File: src/hio_map.vh
// Constants for the handler I/O interlock block: register offsets, fields, reset values, timing.
// Assumes one 100 MHz clock and a single AHB-Lite slave port with word access.
`ifndef HIO_MAP_VH
`define HIO_MAP_VH

// ==========================================================================
// Register byte offsets
`define HIO_OFS_PATTERN   8'h00
`define HIO_OFS_CONFIG    8'h04
`define HIO_OFS_COMMAND   8'h08
`define HIO_OFS_STATUS    8'h0C
`define HIO_OFS_LIMIT     8'h10

// ==========================================================================
// CONFIG fields
`define HIO_CFG_WIDTH3    0
`define HIO_CFG_L4_LO     1
`define HIO_CFG_L4M_LSB   2
`define HIO_CFG_L4M_MSB   3
`define HIO_CFG_EDGE_LSB  4
`define HIO_CFG_EDGE_MSB  5
`define HIO_CFG_OE_EN     6
`define HIO_CFG_AO_EN     7
`define HIO_CFG_AO_COUNT  8
`define HIO_CFG_UPD_END   9
`define HIO_CFG_BITS      10
`define HIO_CFG_RESET     10'h000

// Line four modes and arm edges
`define HIO_L4_PATTERN    2'h0
`define HIO_L4_EOT        2'h1
`define HIO_L4_BUSY       2'h2
`define HIO_EDGE_FALL     2'h0
`define HIO_EDGE_RISE     2'h1
`define HIO_EDGE_BOTH     2'h2

// COMMAND bits (write one to act)
`define HIO_CMD_KEY       0
`define HIO_CMD_CLEAR     1
`define HIO_CMD_TEST_DONE 2
`define HIO_CMD_MEAS_DONE 3
`define HIO_CMD_CYC_START 4
`define HIO_CMD_COUNT_END 5
`define HIO_CMD_ARM_EXIT  6

// STATUS bits
`define HIO_ST_SRC_ON     0
`define HIO_ST_TRIPPED    1
`define HIO_ST_BUSY       2
`define HIO_ST_ARM_SEEN   3
`define HIO_ST_LOCK_HI    4
`define HIO_ST_SOT_LVL    5
`define HIO_ST_AO_ACTIVE  6

// LIMIT register: bit 4 marks a failing part
`define HIO_LIM_FAIL      4

// ==========================================================================
// Timing
`define HIO_CLK_MHZ       100
`define HIO_RESP_US       100
`define HIO_RESP_CYC      (`HIO_RESP_US * `HIO_CLK_MHZ)
`define HIO_EOT_NS        10000
`define HIO_EOT_CYC       (`HIO_EOT_NS * `HIO_CLK_MHZ / 1000)

`endif

File: src/hio_interlock.v
// Handler I/O interlock: output pattern lines, start-of-test detect, fixture interlock, auto-off.
// Assumes an AHB-Lite master on the same clock and raw, asynchronous handler pins.
`timescale 1ns/1ns
`include "hio_map.vh"

module hio_interlock
(
	// Clock and reset
	input  wire        I_CLK,
	input  wire        I_RST_N,
	// AHB-Lite slave
	input  wire        I_HSEL,
	input  wire [31:0] I_HADDR,
	input  wire [1:0]  I_HTRANS,
	input  wire        I_HWRITE,
	input  wire [2:0]  I_HSIZE,
	input  wire        I_HREADY,
	input  wire [31:0] I_HWDATA,
	output wire        O_HREADYOUT,
	output wire        O_HRESP,
	output reg  [31:0] O_HRDATA,
	// Handler pins
	input  wire        I_START_OF_TEST,
	input  wire        I_INTERLOCK,
	output reg  [3:0]  O_LINE,
	// Source control
	output reg         O_SOURCE_ON,
	output reg         O_TEST_START
);

	// ======================================================================
	// Bus address phase capture
	reg        wr_pend;
	reg        rd_pend;
	reg [7:0]  addr_q;
	wire       take = I_HSEL && I_HREADY && I_HTRANS[1];

	// Zero wait states: every data phase completes in its first cycle
	assign O_HREADYOUT = 1'b1;
	assign O_HRESP     = 1'b0;

	always @(posedge I_CLK)
	begin
		if (!I_RST_N)
		begin
			wr_pend <= 1'b0;
			rd_pend <= 1'b0;
			addr_q  <= 8'h00;
		end
		else
		begin
			wr_pend <= take && I_HWRITE;
			rd_pend <= take && !I_HWRITE;
			addr_q  <= I_HADDR[7:0];
		end
	end

	wire wr_pat = wr_pend && (addr_q == `HIO_OFS_PATTERN);
	wire wr_cfg = wr_pend && (addr_q == `HIO_OFS_CONFIG);
	wire wr_cmd = wr_pend && (addr_q == `HIO_OFS_COMMAND);
	wire wr_lim = wr_pend && (addr_q == `HIO_OFS_LIMIT);
	wire [6:0] cmd = wr_cmd ? I_HWDATA[6:0] : 7'h00;

	// ======================================================================
	// Pin synchronisers, three stages; second and third must agree
	reg [2:0] sot_sync;
	reg [2:0] lock_sync;
	reg       sot_lvl;
	reg       lock_hi;

	always @(posedge I_CLK)
	begin
		if (!I_RST_N)
		begin
			sot_sync  <= 3'h7;
			lock_sync <= 3'h7;
			sot_lvl   <= 1'b1;
			lock_hi   <= 1'b1; // Open lid assumed until seen closed
		end
		else
		begin
			sot_sync  <= {sot_sync[1:0], I_START_OF_TEST};
			lock_sync <= {lock_sync[1:0], I_INTERLOCK};
			if (sot_sync[1] == sot_sync[2])
				sot_lvl <= sot_sync[2];
			if (lock_sync[1] == lock_sync[2])
				lock_hi <= lock_sync[2];
		end
	end

	// ======================================================================
	// Configuration and pattern registers
	reg [9:0]  cfg;
	reg [3:0]  pattern;
	reg [3:0]  lim_pat;
	reg        lim_fail;
	reg        lim_pend;

	wire       width3  = cfg[`HIO_CFG_WIDTH3];
	wire [1:0] l4_mode = cfg[`HIO_CFG_L4M_MSB:`HIO_CFG_L4M_LSB];
	wire [1:0] edge_sel = cfg[`HIO_CFG_EDGE_MSB:`HIO_CFG_EDGE_LSB];
	wire       oe_en   = cfg[`HIO_CFG_OE_EN];
	// Three-bit mode drops the top bit so only values 0-7 survive
	wire [3:0] pat_mask = width3 ? 4'h7 : 4'hF;

	always @(posedge I_CLK)
	begin
		if (!I_RST_N)
		begin
			cfg      <= `HIO_CFG_RESET;
			pattern  <= 4'h0;
			lim_pat  <= 4'h0;
			lim_fail <= 1'b0;
			lim_pend <= 1'b0;
		end
		else
		begin
			if (wr_cfg)
				cfg <= I_HWDATA[`HIO_CFG_BITS-1:0];
			// Key-off while on drops auto-off; it stays off until software sets it again
			else if (cmd[`HIO_CMD_KEY] && O_SOURCE_ON)
				cfg[`HIO_CFG_AO_EN] <= 1'b0;
			// Held until a write, a clear or a limit result replaces it
			if (cmd[`HIO_CMD_CLEAR])
				pattern <= 4'h0;
			else if (wr_pat)
				pattern <= I_HWDATA[3:0] & pat_mask;
			else if (wr_lim && (!cfg[`HIO_CFG_UPD_END] ||
				I_HWDATA[`HIO_LIM_FAIL] == 1'b0))
				pattern <= I_HWDATA[3:0] & pat_mask;
			else if (lim_pend && cmd[`HIO_CMD_TEST_DONE])
				pattern <= lim_pat;
			// End-of-sweep mode: remember the first limit result, pass or fail, until sweep end
			if (wr_lim && cfg[`HIO_CFG_UPD_END] && !lim_pend)
			begin
				lim_pat  <= I_HWDATA[3:0] & pat_mask;
				lim_fail <= I_HWDATA[`HIO_LIM_FAIL];
				lim_pend <= 1'b1;
			end
			else if (cmd[`HIO_CMD_TEST_DONE] || cmd[`HIO_CMD_CLEAR])
				lim_pend <= 1'b0;
		end
	end

	// ======================================================================
	// Start-of-test edge detection and busy / end-of-test timing
	reg        sot_prev;
	reg        busy;
	reg        arm_seen;
	reg [9:0]  eot_cnt;
	// Pulse length cut to the counter width on purpose;
	// the count fits in ten bits, so the dropped upper bits are zero
	localparam [31:0] eot_full = `HIO_EOT_CYC;
	wire       fall = sot_prev && !sot_lvl;
	wire       rise = !sot_prev && sot_lvl;
	reg        arm_evt;

	// Edge selection for the arm event
	always @*
	begin
		case (edge_sel)
			`HIO_EDGE_FALL: arm_evt = fall;
			`HIO_EDGE_RISE: arm_evt = rise;
			`HIO_EDGE_BOTH: arm_evt = fall || rise;
			default:        arm_evt = 1'b0;
		endcase
	end

	always @(posedge I_CLK)
	begin
		if (!I_RST_N)
		begin
			sot_prev     <= 1'b1;
			busy         <= 1'b0;
			arm_seen     <= 1'b0;
			eot_cnt      <= 10'h000;
			O_TEST_START <= 1'b0;
		end
		else
		begin
			sot_prev     <= sot_lvl;
			O_TEST_START <= arm_evt && !busy;
			if (arm_evt && !busy)
				busy <= 1'b1;
			else if (cmd[`HIO_CMD_TEST_DONE])
				busy <= 1'b0;
			// Set wins over a simultaneous clear by status read
			if (arm_evt)
				arm_seen <= 1'b1;
			else if (rd_pend && addr_q == `HIO_OFS_STATUS)
				arm_seen <= 1'b0;
			if (cmd[`HIO_CMD_TEST_DONE])
				eot_cnt <= eot_full[9:0];
			else if (eot_cnt != 10'h000)
				eot_cnt <= eot_cnt - 10'h001;
		end
	end

	// ======================================================================
	// Output lines; line four may be a timed END_OF_TEST_PULSE pulse or the busy level
	reg line4_act;

	always @*
	begin
		case (l4_mode)
			`HIO_L4_EOT:  line4_act = (eot_cnt != 10'h000);
			`HIO_L4_BUSY: line4_act = busy;
			default:      line4_act = 1'b0;
		endcase
	end

	always @(posedge I_CLK)
	begin
		if (!I_RST_N)
			O_LINE <= 4'h0;
		else
		begin
			O_LINE[2:0] <= pattern[2:0];
			if (l4_mode == `HIO_L4_PATTERN)
				O_LINE[3] <= pattern[3] & !width3;
			else
				O_LINE[3] <= line4_act ^ cfg[`HIO_CFG_L4_LO];
		end
	end

	// ======================================================================
	// Source output control: key, interlock and auto-off
	reg  src_req;   // User wants the source on
	reg  tripped;
	reg  ao_off;    // Auto-off currently holding the source off
	wire lock_open = oe_en && lock_hi;

	always @(posedge I_CLK)
	begin
		if (!I_RST_N)
		begin
			src_req     <= 1'b0;
			tripped     <= 1'b0;
			ao_off      <= 1'b0;
			O_SOURCE_ON <= 1'b0;
		end
		else
		begin
			if (lock_open && src_req)
			begin
				src_req <= 1'b0;
				tripped <= 1'b1;
			end
			else if (cmd[`HIO_CMD_KEY])
			begin
				if (O_SOURCE_ON)
					src_req <= 1'b0;
				else if (!lock_open)
				begin
					src_req <= 1'b1;
					tripped <= 1'b0;
				end
			end
			// Auto-off between cycles; a key-off cancels the policy
			if (cmd[`HIO_CMD_KEY] && O_SOURCE_ON)
				ao_off <= 1'b0;
			else if (cfg[`HIO_CFG_AO_EN])
			begin
				if (!cfg[`HIO_CFG_AO_COUNT])
				begin
					if (cmd[`HIO_CMD_CYC_START])
						ao_off <= 1'b0;
					else if (cmd[`HIO_CMD_MEAS_DONE])
						ao_off <= 1'b1;
				end
				else if (cmd[`HIO_CMD_CYC_START])
					ao_off <= 1'b0;
				else if (cmd[`HIO_CMD_COUNT_END])
					ao_off <= 1'b1;
			end
			else
				ao_off <= 1'b0;
			// Interlock drop is combined directly so off takes one cycle
			O_SOURCE_ON <= src_req && !lock_open && !ao_off &&
				!(cmd[`HIO_CMD_KEY] && O_SOURCE_ON);
		end
	end

	// Key-off while on also clears the auto-off enable bit
	wire ao_disable = cmd[`HIO_CMD_KEY] && O_SOURCE_ON && !wr_cfg;
	reg  ao_en_q;
	always @(posedge I_CLK)
	begin
		if (!I_RST_N)
			ao_en_q <= 1'b0;
		else
			ao_en_q <= ao_disable;
	end

	// ======================================================================
	// Read data mux
	always @*
	begin
		O_HRDATA = 32'h0000_0000;
		case (addr_q)
			`HIO_OFS_PATTERN: O_HRDATA[3:0] = O_LINE;
			`HIO_OFS_CONFIG:  O_HRDATA[`HIO_CFG_BITS-1:0] = cfg & ~{2'h0, ao_en_q, 7'h00};
			`HIO_OFS_STATUS:
			begin
				O_HRDATA[`HIO_ST_SRC_ON]    = O_SOURCE_ON;
				O_HRDATA[`HIO_ST_TRIPPED]   = tripped;
				O_HRDATA[`HIO_ST_BUSY]      = busy;
				O_HRDATA[`HIO_ST_ARM_SEEN]  = arm_seen;
				O_HRDATA[`HIO_ST_LOCK_HI]   = lock_hi;
				O_HRDATA[`HIO_ST_SOT_LVL]   = sot_lvl;
				O_HRDATA[`HIO_ST_AO_ACTIVE] = ao_off;
			end
			`HIO_OFS_LIMIT:   O_HRDATA[4:0] = {lim_fail, lim_pat};
			default:          O_HRDATA = 32'h0000_0000;
		endcase
	end

endmodule

File: config.mk
export PLATFORM = sky130hd
export DESIGN_NAME = hio_interlock
export DESIGN_NICKNAME = d
export VERILOG_FILES = /design/src/hio_interlock.v
export VERILOG_INCLUDE_DIRS = /design/src
export SDC_FILE = /design/constraint.sdc
export NUM_CORES = 1
export LEC_CHECK = 0
export ABC_AREA = 1
export BUFFER_PORTS_ARGS = -buffer_cell sky130_fd_sc_hd__buf_4
export CAP_MARGIN = 30
export CORE_UTILIZATION = 52
export DETAILED_ROUTE_END_ITERATION = 8
export PLACE_DENSITY = 0.91
export SETUP_SLACK_MARGIN = 0.02
export SLEW_MARGIN = 25
export SYNTH_ARGS = -nofsm -noshare
export SYNTH_HDL_FRONTEND = slang
export SYNTH_SLANG_ARGS = --single-unit
File: constraint.sdc
create_clock -name I_CLK -period 2.7 [get_ports I_CLK]
set_input_delay 0.27 -clock I_CLK [delete_from_list [all_inputs] [get_ports I_CLK]]
set_output_delay 0.27 -clock I_CLK [all_outputs]
set_load 0.005 [all_outputs]
Word level (Yosys, flattened, before mapping) --
Index checks and enable logic that the tools add are counted.
Operators by class: equal/unequal tests 14, bitwise operators 8, multiplexer cells 33, reduce and logical (&&, ||, !) cells 56, $add $sub $neg 1
Operators by type and width (count):
- logical AND 1 bit | 23
- two-way mux 1 bit | 20
- two-way mux 10 bit | 2
- == test 8 x 4 -> 1 bit, second input constant | 2
- two-way mux 4 bit | 4
- one-hot mux 4 bit (4 select lines) | 1
- nonzero test 2 bit | 6
- logical NOT 1 bit | 11
- bitwise AND 10 bit | 1
- inverter 8 -> 10 bit | 1
- nonzero test 10 bit | 1
- subtractor 10 x 1 -> 10 bit, second input constant | 1
- == test 8 x 3 -> 1 bit, second input constant | 1
- == test 8 x 5 -> 1 bit, second input constant | 1
- logical NOT 8 bit | 1
- two-way mux 6 bit | 1
- one-hot mux 1 bit (3 select lines) | 2
- nonzero test 3 bit | 2
- OR reduction 2 bit | 3
- bitwise AND 4 bit | 1
- == test 2 x 1 -> 1 bit, second input constant | 2
- == test 2 bit, second input constant | 2
- logical NOT 2 bit | 2
- != test 2 x 1 -> 1 bit, second input constant | 2
- other kinds (13) | 19
Storage, ports and cells: flip-flop bits (word level) 61, input bits 76

Longest topological paths before layout --
Gate-level depths: netlist of run 1.
word-level depth 7, mapped depth 12, depth with buffers taken out 12

Least setup slack after synthesis of run 1 --
No wires, ideal clock.
path type register -> register, from register eot_cnt[0], to register eot_cnt[1], slack 1.212 ns, stages on the path, launching flop included 9, setup time 0.070 ns, path buffers 0, arrival time 1.418 ns, clock period less this slack 1.488 ns, cell sequence dfxtp_1 inv_1 ha_1 nand2_1 nor2_1 nand3_1 inv_1 or2_2 a21oi_1
Between the ends: longest elaborated chain between the ends 1, elaborated cells between the ends (all ways) 2, those cells by class add/sub (1); reduce/logical (1)
Ends and longest elaborated chain:
- start: declaration | RTL line hio_interlock.v:150 | reg [9:0] eot_cnt;
- start signal: assignment | RTL line hio_interlock.v:193 | eot_cnt <= eot_full[9:0];
- start signal: assignment | RTL line hio_interlock.v:195 | eot_cnt <= eot_cnt - 10'h001;
- subtractor 10 x 1 -> 10 bit / nonzero test 10 bit (equally long branches) | RTL line hio_interlock.v:195, hio_interlock.v:194
Parallel ways exist; a longest one is shown, timed or not. A chain may end at the register's enable or synchronous reset.

Worst setup path after layout of run 1 --
from register addr_q[7], to output O_HRDATA[2]
Between the ends: longest elaborated chain between the ends 2, elaborated cells between the ends (all ways) 5, those cells by class eq/ne (3); mux (1); reduce/logical (1)
Ends and longest elaborated chain:
- start: declaration | RTL line hio_interlock.v:35 | reg [7:0] addr_q;
- start signal: assignment | RTL line hio_interlock.v:54 | addr_q <= I_HADDR[7:0];
- == test 8 x 5 -> 1 bit (tied with other cells) | RTL line hio_interlock.v:300 | case (addr_q)
- one-hot mux 4 bit (4 select lines) * | RTL line hio_interlock.v:300
- end: declaration | RTL line hio_interlock.v:21 | output reg [31:0] O_HRDATA,
Every way passes the cells marked *; elsewhere a longest branch is shown, timed or not.

==> metrics.log, run 1 <==
[metrics] count of flip-flops with a built-in enable after synthesis: 0
[metrics] y dimension of the die: approximately 77 um
[metrics] final critical-path share of the clock period: ~82%
[metrics] Final Setup Violations: 0
[metrics] placed wire-length estimate after detailed placement: 4630 um
[metrics] Post-layout nets: 518
[metrics] num ports: around 120
[metrics] vias per cell: 5.00
[metrics] standard-cell row count: 27
[metrics] htree depth: 3
[metrics] Req. time, crit path: ~2.4 ns
[metrics] count of routing violations after the opening detailed-route iteration: 165
[metrics] horizontal extent of the die: 77.4 um
[metrics] cell chosen for the clock root: clkbuf_8
[metrics] count of fill cells added during filler insertion: 481
[metrics] transition time at the pin with the least slew margin: about 0.67 ns
[metrics] Syn Inst Count: 396
[metrics] WL per Instance: 12.2 um
[metrics] Initial Utilization: 53.7%
[metrics] maximum clock skew at final layout: 0.00523 ns
[metrics] Pins Over Slew Limit: 0
[metrics] headroom to the max-slew limit: 55.4%
[metrics] cell taking the most area after synthesis: dfxtp_1
[metrics] global-route wire length before repair: 10500 um
[metrics] Static Leak: approximately 0.0016 uW
[metrics] cts repair resizes: 0
[metrics] worst hold path startpoint: I_HWRITE
[metrics] Critical Path Fanout Max: 7
[metrics] areal power density over the cells: 681 nW/um2
[metrics] overall routing resource usage: a little under a quarter
[metrics] clock tree from TritonCTS: yes
[metrics] critical setup path kind: flop to output port
[metrics] cells taking the most area after synthesis: dfxtp_1 (41%), nand2_1 (9.0%), inv_1 (7.4%), buf_4 (6.6%), nand3_1 (4.7%)
[metrics] hold path cells: 2
[metrics] average cell area after synthesis: 7.47 um2
[metrics] worst-case setup margin in the final layout: around 0.49 ns
[metrics] class of the tightest hold or removal check: input pin to flop
[metrics] asr flop ratio synth: 0%
[metrics] launch point of the worst reg-to-reg path: wr_pend$_SDFF_PN0_
[metrics] buffer depth of the longest clock path: 2
[metrics] top_reg_cell synth: dfxtp_1
[metrics] DRC violations left: 0
[metrics] Register-to-Register Setup Slack: 0.95 ns
[metrics] flip-flop and latch count after synthesis: 61
[metrics] layout cell share with drive strength beyond 1: 18.1%
[metrics] CTS clk-pin slew, worst paths: 0.07 ns
[metrics] Port-buffer cells: between 40 and 50
[metrics] peak supply drop: 0.000321 V
[metrics] area share of the leading cell type in the synthesized netlist: 41.3%
[metrics] post-detailed-routing wire length: roughly 6300 um
[metrics] unrepaired setup endpoints after global routing: false
[metrics] maximum number of pins on one net before global-route repair: 36
[metrics] count of different cell masters after synthesis: 38
[metrics] cts bufs inserted: 9
[metrics] R2R Path End: pattern[3]$_SDFFE_PP0P_
[metrics] residual antenna-violating net count after detailed routing: 0
[metrics] share of total power in combinational logic: 24.2%
[metrics] count of hold buffers inserted by post-cts repair: 0
[metrics] source-to-sink clock delay at the later pin of the worst-skew pair: 0.35 ns
[metrics] # Max-Cap Violations: 0
[metrics] Antenna Diode Count: 0
[metrics] worst setup slack before clock tree synthesis: 0.880 ns
[metrics] placer's final routability congestion estimate: 0.946
[metrics] length in cells of the worst reg-to-reg path: 9
[metrics] DIE AREA: 5990 um2
[metrics] total global routing overflow: 0
[metrics] switching power share of the total: 33.1%
[metrics] relative contribution of the clock network to total power: 29.6%
[metrics] antenna violations before repair: 0
[metrics] worst min-delay path endpoint: rd_pend$_SDFF_PN0_
[metrics] total iterations of the first detailed-routing run: 5
[metrics] final total negative setup slack: 0 ns
[metrics] fmax: 451 MHz
[metrics] CP endpoint kind: output port
[metrics] number of sinks handled by clock tree synthesis: between 60 and 70
[metrics] total number of yosys warnings: 0
[metrics] via count of the first global-routing pass: 2406
[metrics] Worst Path Arrival: roughly 1.9 ns
[metrics] sequential share of the synthesized area: about two fifths
[metrics] total number of vias: 2563
[metrics] Internal Dissipation: 1530 uW
[metrics] post-layout minimum cycle time: 2.21 ns
[metrics] share of power burned in registers: a little under half
[metrics] switching power of the nets: between 700 and 800 uW
[metrics] status: finished clean
[metrics] final number of hold-violating endpoints: 0
[metrics] area delta synth->final: 13.5%
[metrics] area of the mapped netlist: approximately 3000 um2
[metrics] Final Total Pwr: approximately 2300 uW
[metrics] area inside the core boundary: approximately 5500 um2
[metrics] type of origin of the critical path: flop
[metrics] Post-CTS Repair Setup Buffers: 0
==> power by group through the flow <==
stage	clock network [uW]	registers, uW	logic [uW]
detailed placement	0	1070	541
global route	734	1070	632
global placement	0	1070	524
finish	676	1060	554
CTS	683	1060	550
floorplan	0	1060	464
==> worst max path at each step <==
stage                     slack (ns)                       to                    start  depth (start not counted)
after global routing            0.35              O_HRDATA[2]     addr_q[7]$_SDFF_PN0_                          8
after detailed placement        0.88              O_HRDATA[2]     addr_q[7]$_SDFF_PN0_                          8
after floorplan                 1.21  eot_cnt[1]$_SDFFE_PP0P_  eot_cnt[0]$_SDFFE_PP0P_                          8
after global placement          0.90              O_HRDATA[2]     addr_q[7]$_SDFF_PN0_                          8
after CTS                       0.48              O_HRDATA[2]     addr_q[7]$_SDFF_PN0_                          8
final                           0.49              O_HRDATA[2]     addr_q[7]$_SDFF_PN0_                          8
==> area by class of cell <==
class	instances	area, um2	share of cell area [%]
clock inverters	5	27.5	0.820
repair buffers	41	308	9.17
multi-input cells	261	1350	40.1
clock buffers	11	131	3.91
well taps	72	90.1	2.68
inverters	62	233	6.94
flip-flops and latches	61	1220	36.4
==> registers in the layout, summed over array words and instances, names as in the netlist, 3 cells and up <==
| name | flops |
|---|---|
| O_LINE | 4 |
| cfg | 10 |
| eot_cnt | 10 |
| addr_q | 8 |
| sot_sync | 3 |
| lock_sync | 3 |
| lim_pat | 4 |
| pattern | 4 |
==> kinds of logic (layout without fill, tap and decap cells) <==
family | count (synthesis) | count (layout) | share of synthesized area, %
and+or+nand+nor | 164 | 164 | 27.2
buffers and inverters | 96 | 119 | 16.0
AOI/OAI and AO/OA | 66 | 66 | 12.4
DFF | 61 | 61 | 41.3
adders and majority gates | 6 | 6 | 2.54
other | 2 | 24 | 0.254
xor gates and xnor gates | 1 | 1 | 0.296
==> synth_stat cells (2+ instances only) <==
library cell / count
buf_4: 26
o2111ai_1: 3
nor2_1: 34
o211ai_1: 2
a21oi_1: 26
o21ai_1: 3
inv_1: 58
nand2_1: 71
nand3_1: 28
clkbuf_1: 5
o21ai_0: 23
nor3b_1: 2
buf_6: 2
a31oi_1: 2
nor2_8: 2
nor3_1: 5
dfxtp_1: 61
nand4_1: 2
nand2_4: 3
o21a_1: 2
ha_1: 6
o22ai_1: 2
conb_1: 2
or2_2: 8
nor3_2: 2
inv_2: 4
==> stage by stage <==
| step | util [%] | instance area, um2 | hold WS (ns) | instances |
|---|---|---|---|---|
| final | 60.9 | 3360 | 0.0838 | 513 |
| after global routing | 60.9 | 3360 | 0.0835 | 513 |
| after CTS | 60.9 | 3360 | 0.0772 | 513 |
| after detailed placement | 58.1 | 3200 | 0.405 | 497 |
| after global placement | 58.1 | 3200 | 0.394 | 497 |
| after floorplan | - | 3040 | 0.349 | 418 |
==> placed cells by master, fill, tap and decap left out, types with 2 or more instances in the layout <==
master,Yosys,final
nor2_1,34,34
inv_1,58,58
nor2_8,2,2
nor3b_1,2,2
clkinv_2,0,4
o22ai_1,2,2
o2111ai_1,3,3
clkbuf_1,5,2
clkbuf_8,0,9
nand2_4,3,3
a31oi_1,2,2
inv_2,4,4
nand3_1,28,28
o21a_1,2,2
nor3_2,2,2
buf_4,26,41
conb_1,2,24
a21oi_1,26,26
o21ai_0,23,23
nand4_1,2,2
o21ai_1,3,3
nor3_1,5,5
dfxtp_1,61,61
or2_2,8,8
o211ai_1,2,2
ha_1,6,6
nand2_1,71,71
==> critical path: stages (launching register included) <==
cell and delay (ns):
dfxtp_1 0.33, nor2_4 0.14, nand3_4 0.11, nor3_4 0.28, nand2_4 0.17, inv_1 0.19, nand2_1 0.09, o2111ai_1 0.13
buf_4 0.16
==> layer usage <==
metal / global-route usage (%) / up-vias / routed length (um)
met5: 0 / - / 0
met1: 25.5 / 1150 / 2600
met3: 6.12 / 23 / 380
li1: - / 1290 / -
met2: 38.2 / 100 / 3070
met4: 14.7 / 0 / 223
No activity file was read; power rests on OpenSTA's default activity.
==> run 2: changes to the inputs <==
Settings changed: CORE_UTILIZATION 52 to 44, PLACE_DENSITY 0.91 to 0.82.
Clock period 2.7 ns to 1.8 ns, I/O delays scaled along.
==> metrics.log, run 2 (synthesized netlist as in run 1, its figures left out) <==
[metrics] area inside the core boundary: 6420 um2
[metrics] Port-buffer cells: 41
[metrics] count of routing violations after the opening detailed-route iteration: 167
[metrics] WL per Instance: about 13 um
[metrics] total iterations of the first detailed-routing run: 9
[metrics] total global routing overflow: 0
[metrics] most frequent cells in the layout: nand2_1 (67), dfxtp_1 (59), inv_1 (56), buf_4 (54), nor2_1 (28)
[metrics] worst-case setup margin in the final layout: -0.0677 ns
[metrics] type of origin of the critical path: flop
[metrics] post-detailed-routing wire length: just under 7000 um
[metrics] peak supply drop: approximately 0.00059 V
[metrics] logic depth of the worst path, buffers included: 6
[metrics] num ports: 116
[metrics] Final Setup Violations: 12
[metrics] source-to-sink clock delay at the later pin of the worst-skew pair: about 0.34 ns
[metrics] Pins Over Slew Limit: 0
[metrics] worst min-delay path endpoint: addr_q[3]$_SDFF_PN0_
[metrics] areal power density over the cells: 1090 nW/um2
[metrics] DRC violations left: 10
[metrics] htree depth: 3
[metrics] commonest non-fill, non-tap cell in the layout: nand2_1
[metrics] residual antenna-violating net count after detailed routing: 0
[metrics] Initial Utilization: 46.1%
[metrics] clock tree from TritonCTS: yes
[metrics] buffer depth of the longest clock path: 2
[metrics] CTS clk-pin slew, worst paths: 0.07 ns
[metrics] total non-filler cell area in the finished layout: between 3000 and 4000 um2
[metrics] final critical-path share of the clock period: 104%
[metrics] total number of vias: about 2700
[metrics] horizontal extent of the die: about 84 um
[metrics] critical setup path kind: flop to output port
[metrics] Static Leak: roughly 0.0018 uW
[metrics] CP endpoint kind: output port
[metrics] number of buffers and inverters on the critical path: 1
[metrics] area delta synth->final: 25.5%
[metrics] worst hold path startpoint: I_HADDR[3]
[metrics] violations in the final reports: design-rule violations, negative setup slack
[metrics] status: finished with violations
[metrics] maximum clock skew at final layout: between 0.005 and 0.006 ns
[metrics] length in cells of the worst reg-to-reg path: 10
[metrics] # Max-Cap Violations: 0
[metrics] cell chosen for the clock root: clkbuf_8
[metrics] antenna violations before repair: 0
[metrics] Hold Worst Slack: 0.0169 ns
[metrics] Critical Path Fanout Max: 6
[metrics] transition time at the pin with the least slew margin: 0.705 ns
[metrics] Largest regs: cfg: 10 flops, eot_cnt: 10 flops, addr_q: 8 flops
[metrics] Antenna Diode Count: 0
[metrics] hold path cells: 3
[metrics] Worst Path Arrival: 1.69 ns
[metrics] class of the tightest hold or removal check: input pin to flop
[metrics] global-route wire length before repair: 11200 um
[metrics] critical-path cell with the highest stage delay: dfxtp_2
[metrics] y dimension of the die: 84.0 um
[metrics] via count of the first global-routing pass: roughly 2500
[metrics] number of sinks handled by clock tree synthesis: 61
[metrics] post-layout minimum cycle time: 1.87 ns
[metrics] Area after DPL: between 3000 and 4000 um2
[metrics] worst setup slack before clock tree synthesis: 0.0884 ns
[metrics] R2R Path End: cfg[2]$_SDFFE_PN0P_
[metrics] headroom to the max-slew limit: 53.0%
[metrics] launch point of the worst reg-to-reg path: addr_q[6]$_SDFF_PN0_
[metrics] Largest delay share family, worst path: simple AND/OR/NAND/NOR gates
[metrics] placed wire-length estimate after detailed placement: 4690 um
[metrics] Req. time, crit path: around 1.6 ns
[metrics] overall routing resource usage: 20.8%
[metrics] final number of hold-violating endpoints: 0
[metrics] fmax: 535 MHz
[metrics] maximum number of pins on one net before global-route repair: 35
[metrics] delay contributed by the slowest stage of the critical path: 0.33 ns
[metrics] DIE AREA: 7050 um2
[metrics] cts bufs inserted: 9
[metrics] placer's final routability congestion estimate: slightly below 0.9
[metrics] cell-by-cell trace of the critical path: nor2_4 -> nand3_4 -> nor3_4 -> nand2_4 -> nor3b_1 -> buf_4
[metrics] final total negative setup slack: -0.468 ns
[metrics] standard-cell row count: 29
[metrics] Register-to-Register Setup Slack: -0.02 ns
[metrics] Post-layout nets: 536
[metrics] unrepaired setup endpoints after global routing: true
[metrics] vias per cell: ~5.1
[metrics] layout cell share with drive strength beyond 1: 26.4%
[run 2: cell count changes in the layout (fill, tap and decap cells not counted), sizes merged]
cell         change
buf             +16
bufinv           +3
clkinv           -3
clkinvlp         -1
dlygate4sd3      +1
nor2             +1
[run 2: through the flow]
stage,total power [uW],utilization [%],instances
after global routing,4280,57.8,535
final,4050,57.8,535
after detailed placement,2440,50.3,506
after global placement,2400,50.3,506
after CTS,3970,55.5,526
after floorplan,2280,-,418
[run 2: per-layer routing]
metal | vias to the layer above | share of wire [%] | GRT usage [%]
met4 | 0 | 4.0 | 15.0
li1 | 1322 | - | -
met2 | 135 | 50 | 33.9
met5 | - | 0 | 0
met1 | 1233 | 40 | 24.3
met3 | 21 | 6.3 | 4.15
[run 2: how the worst max path moves through the flow]
stage,start,end,slack (ns)
4_1_cts,addr_q[6]$_SDFF_PN0_,O_HRDATA[4],-0.11
6_report,addr_q[6]$_SDFF_PN0_,O_HRDATA[7],-0.07
3_5_place_dp,eot_cnt[0]$_SDFFE_PP0P_,eot_cnt[9]$_SDFFE_PN0P_,0.09
3_3_place_gp,eot_cnt[0]$_SDFFE_PP0P_,eot_cnt[5]$_SDFFE_PN0P_,0.13
5_1_grt,addr_q[6]$_SDFF_PN0_,O_HRDATA[4],-0.19
2_1_floorplan,eot_cnt[0]$_SDFFE_PP0P_,eot_cnt[1]$_SDFFE_PP0P_,0.31
[run 2: worst reg2reg max path: stages (launching register included)]
cell	delay [ns]
dfxtp_2	0.33
nor2_4	0.14
nand3_4	0.09
nor3_4	0.25
nand2_4	0.13
buf_4	0.15
buf_4	0.15
nor2_8	0.19
buf_12	0.14
o21ai_0	0.07
a21oi_1	0.13
[run 2: area by class of cell]
cell class | instances | area, um2
Clock buffer | 11 | 151
Sequential cell | 61 | 1220
Tap cell | 77 | 96.3
Multi-Input combinational cell | 262 | 1450
Clock inverter | 4 | 95.1
Fill cell | 568 | 2710
Inverter | 62 | 238
Timing Repair Buffer | 58 | 458
[run 2: where the power goes]
group	switching [uW]	internal (uW)
Combinational	598	367
Clock	508	985
Sequential	117	1480
[run 2: timing repair]
item / 4_1_cts / 5_1_grt
endpoints found under the hold margin: 1 / 0
hold buffers: 1 / 0
endpoints found under the setup margin: 9 / 39
pin swaps: 5 / 7
gates resized for setup: 17 / 19
buffers inserted: 5 / 8
gates cloned: 0 / 1
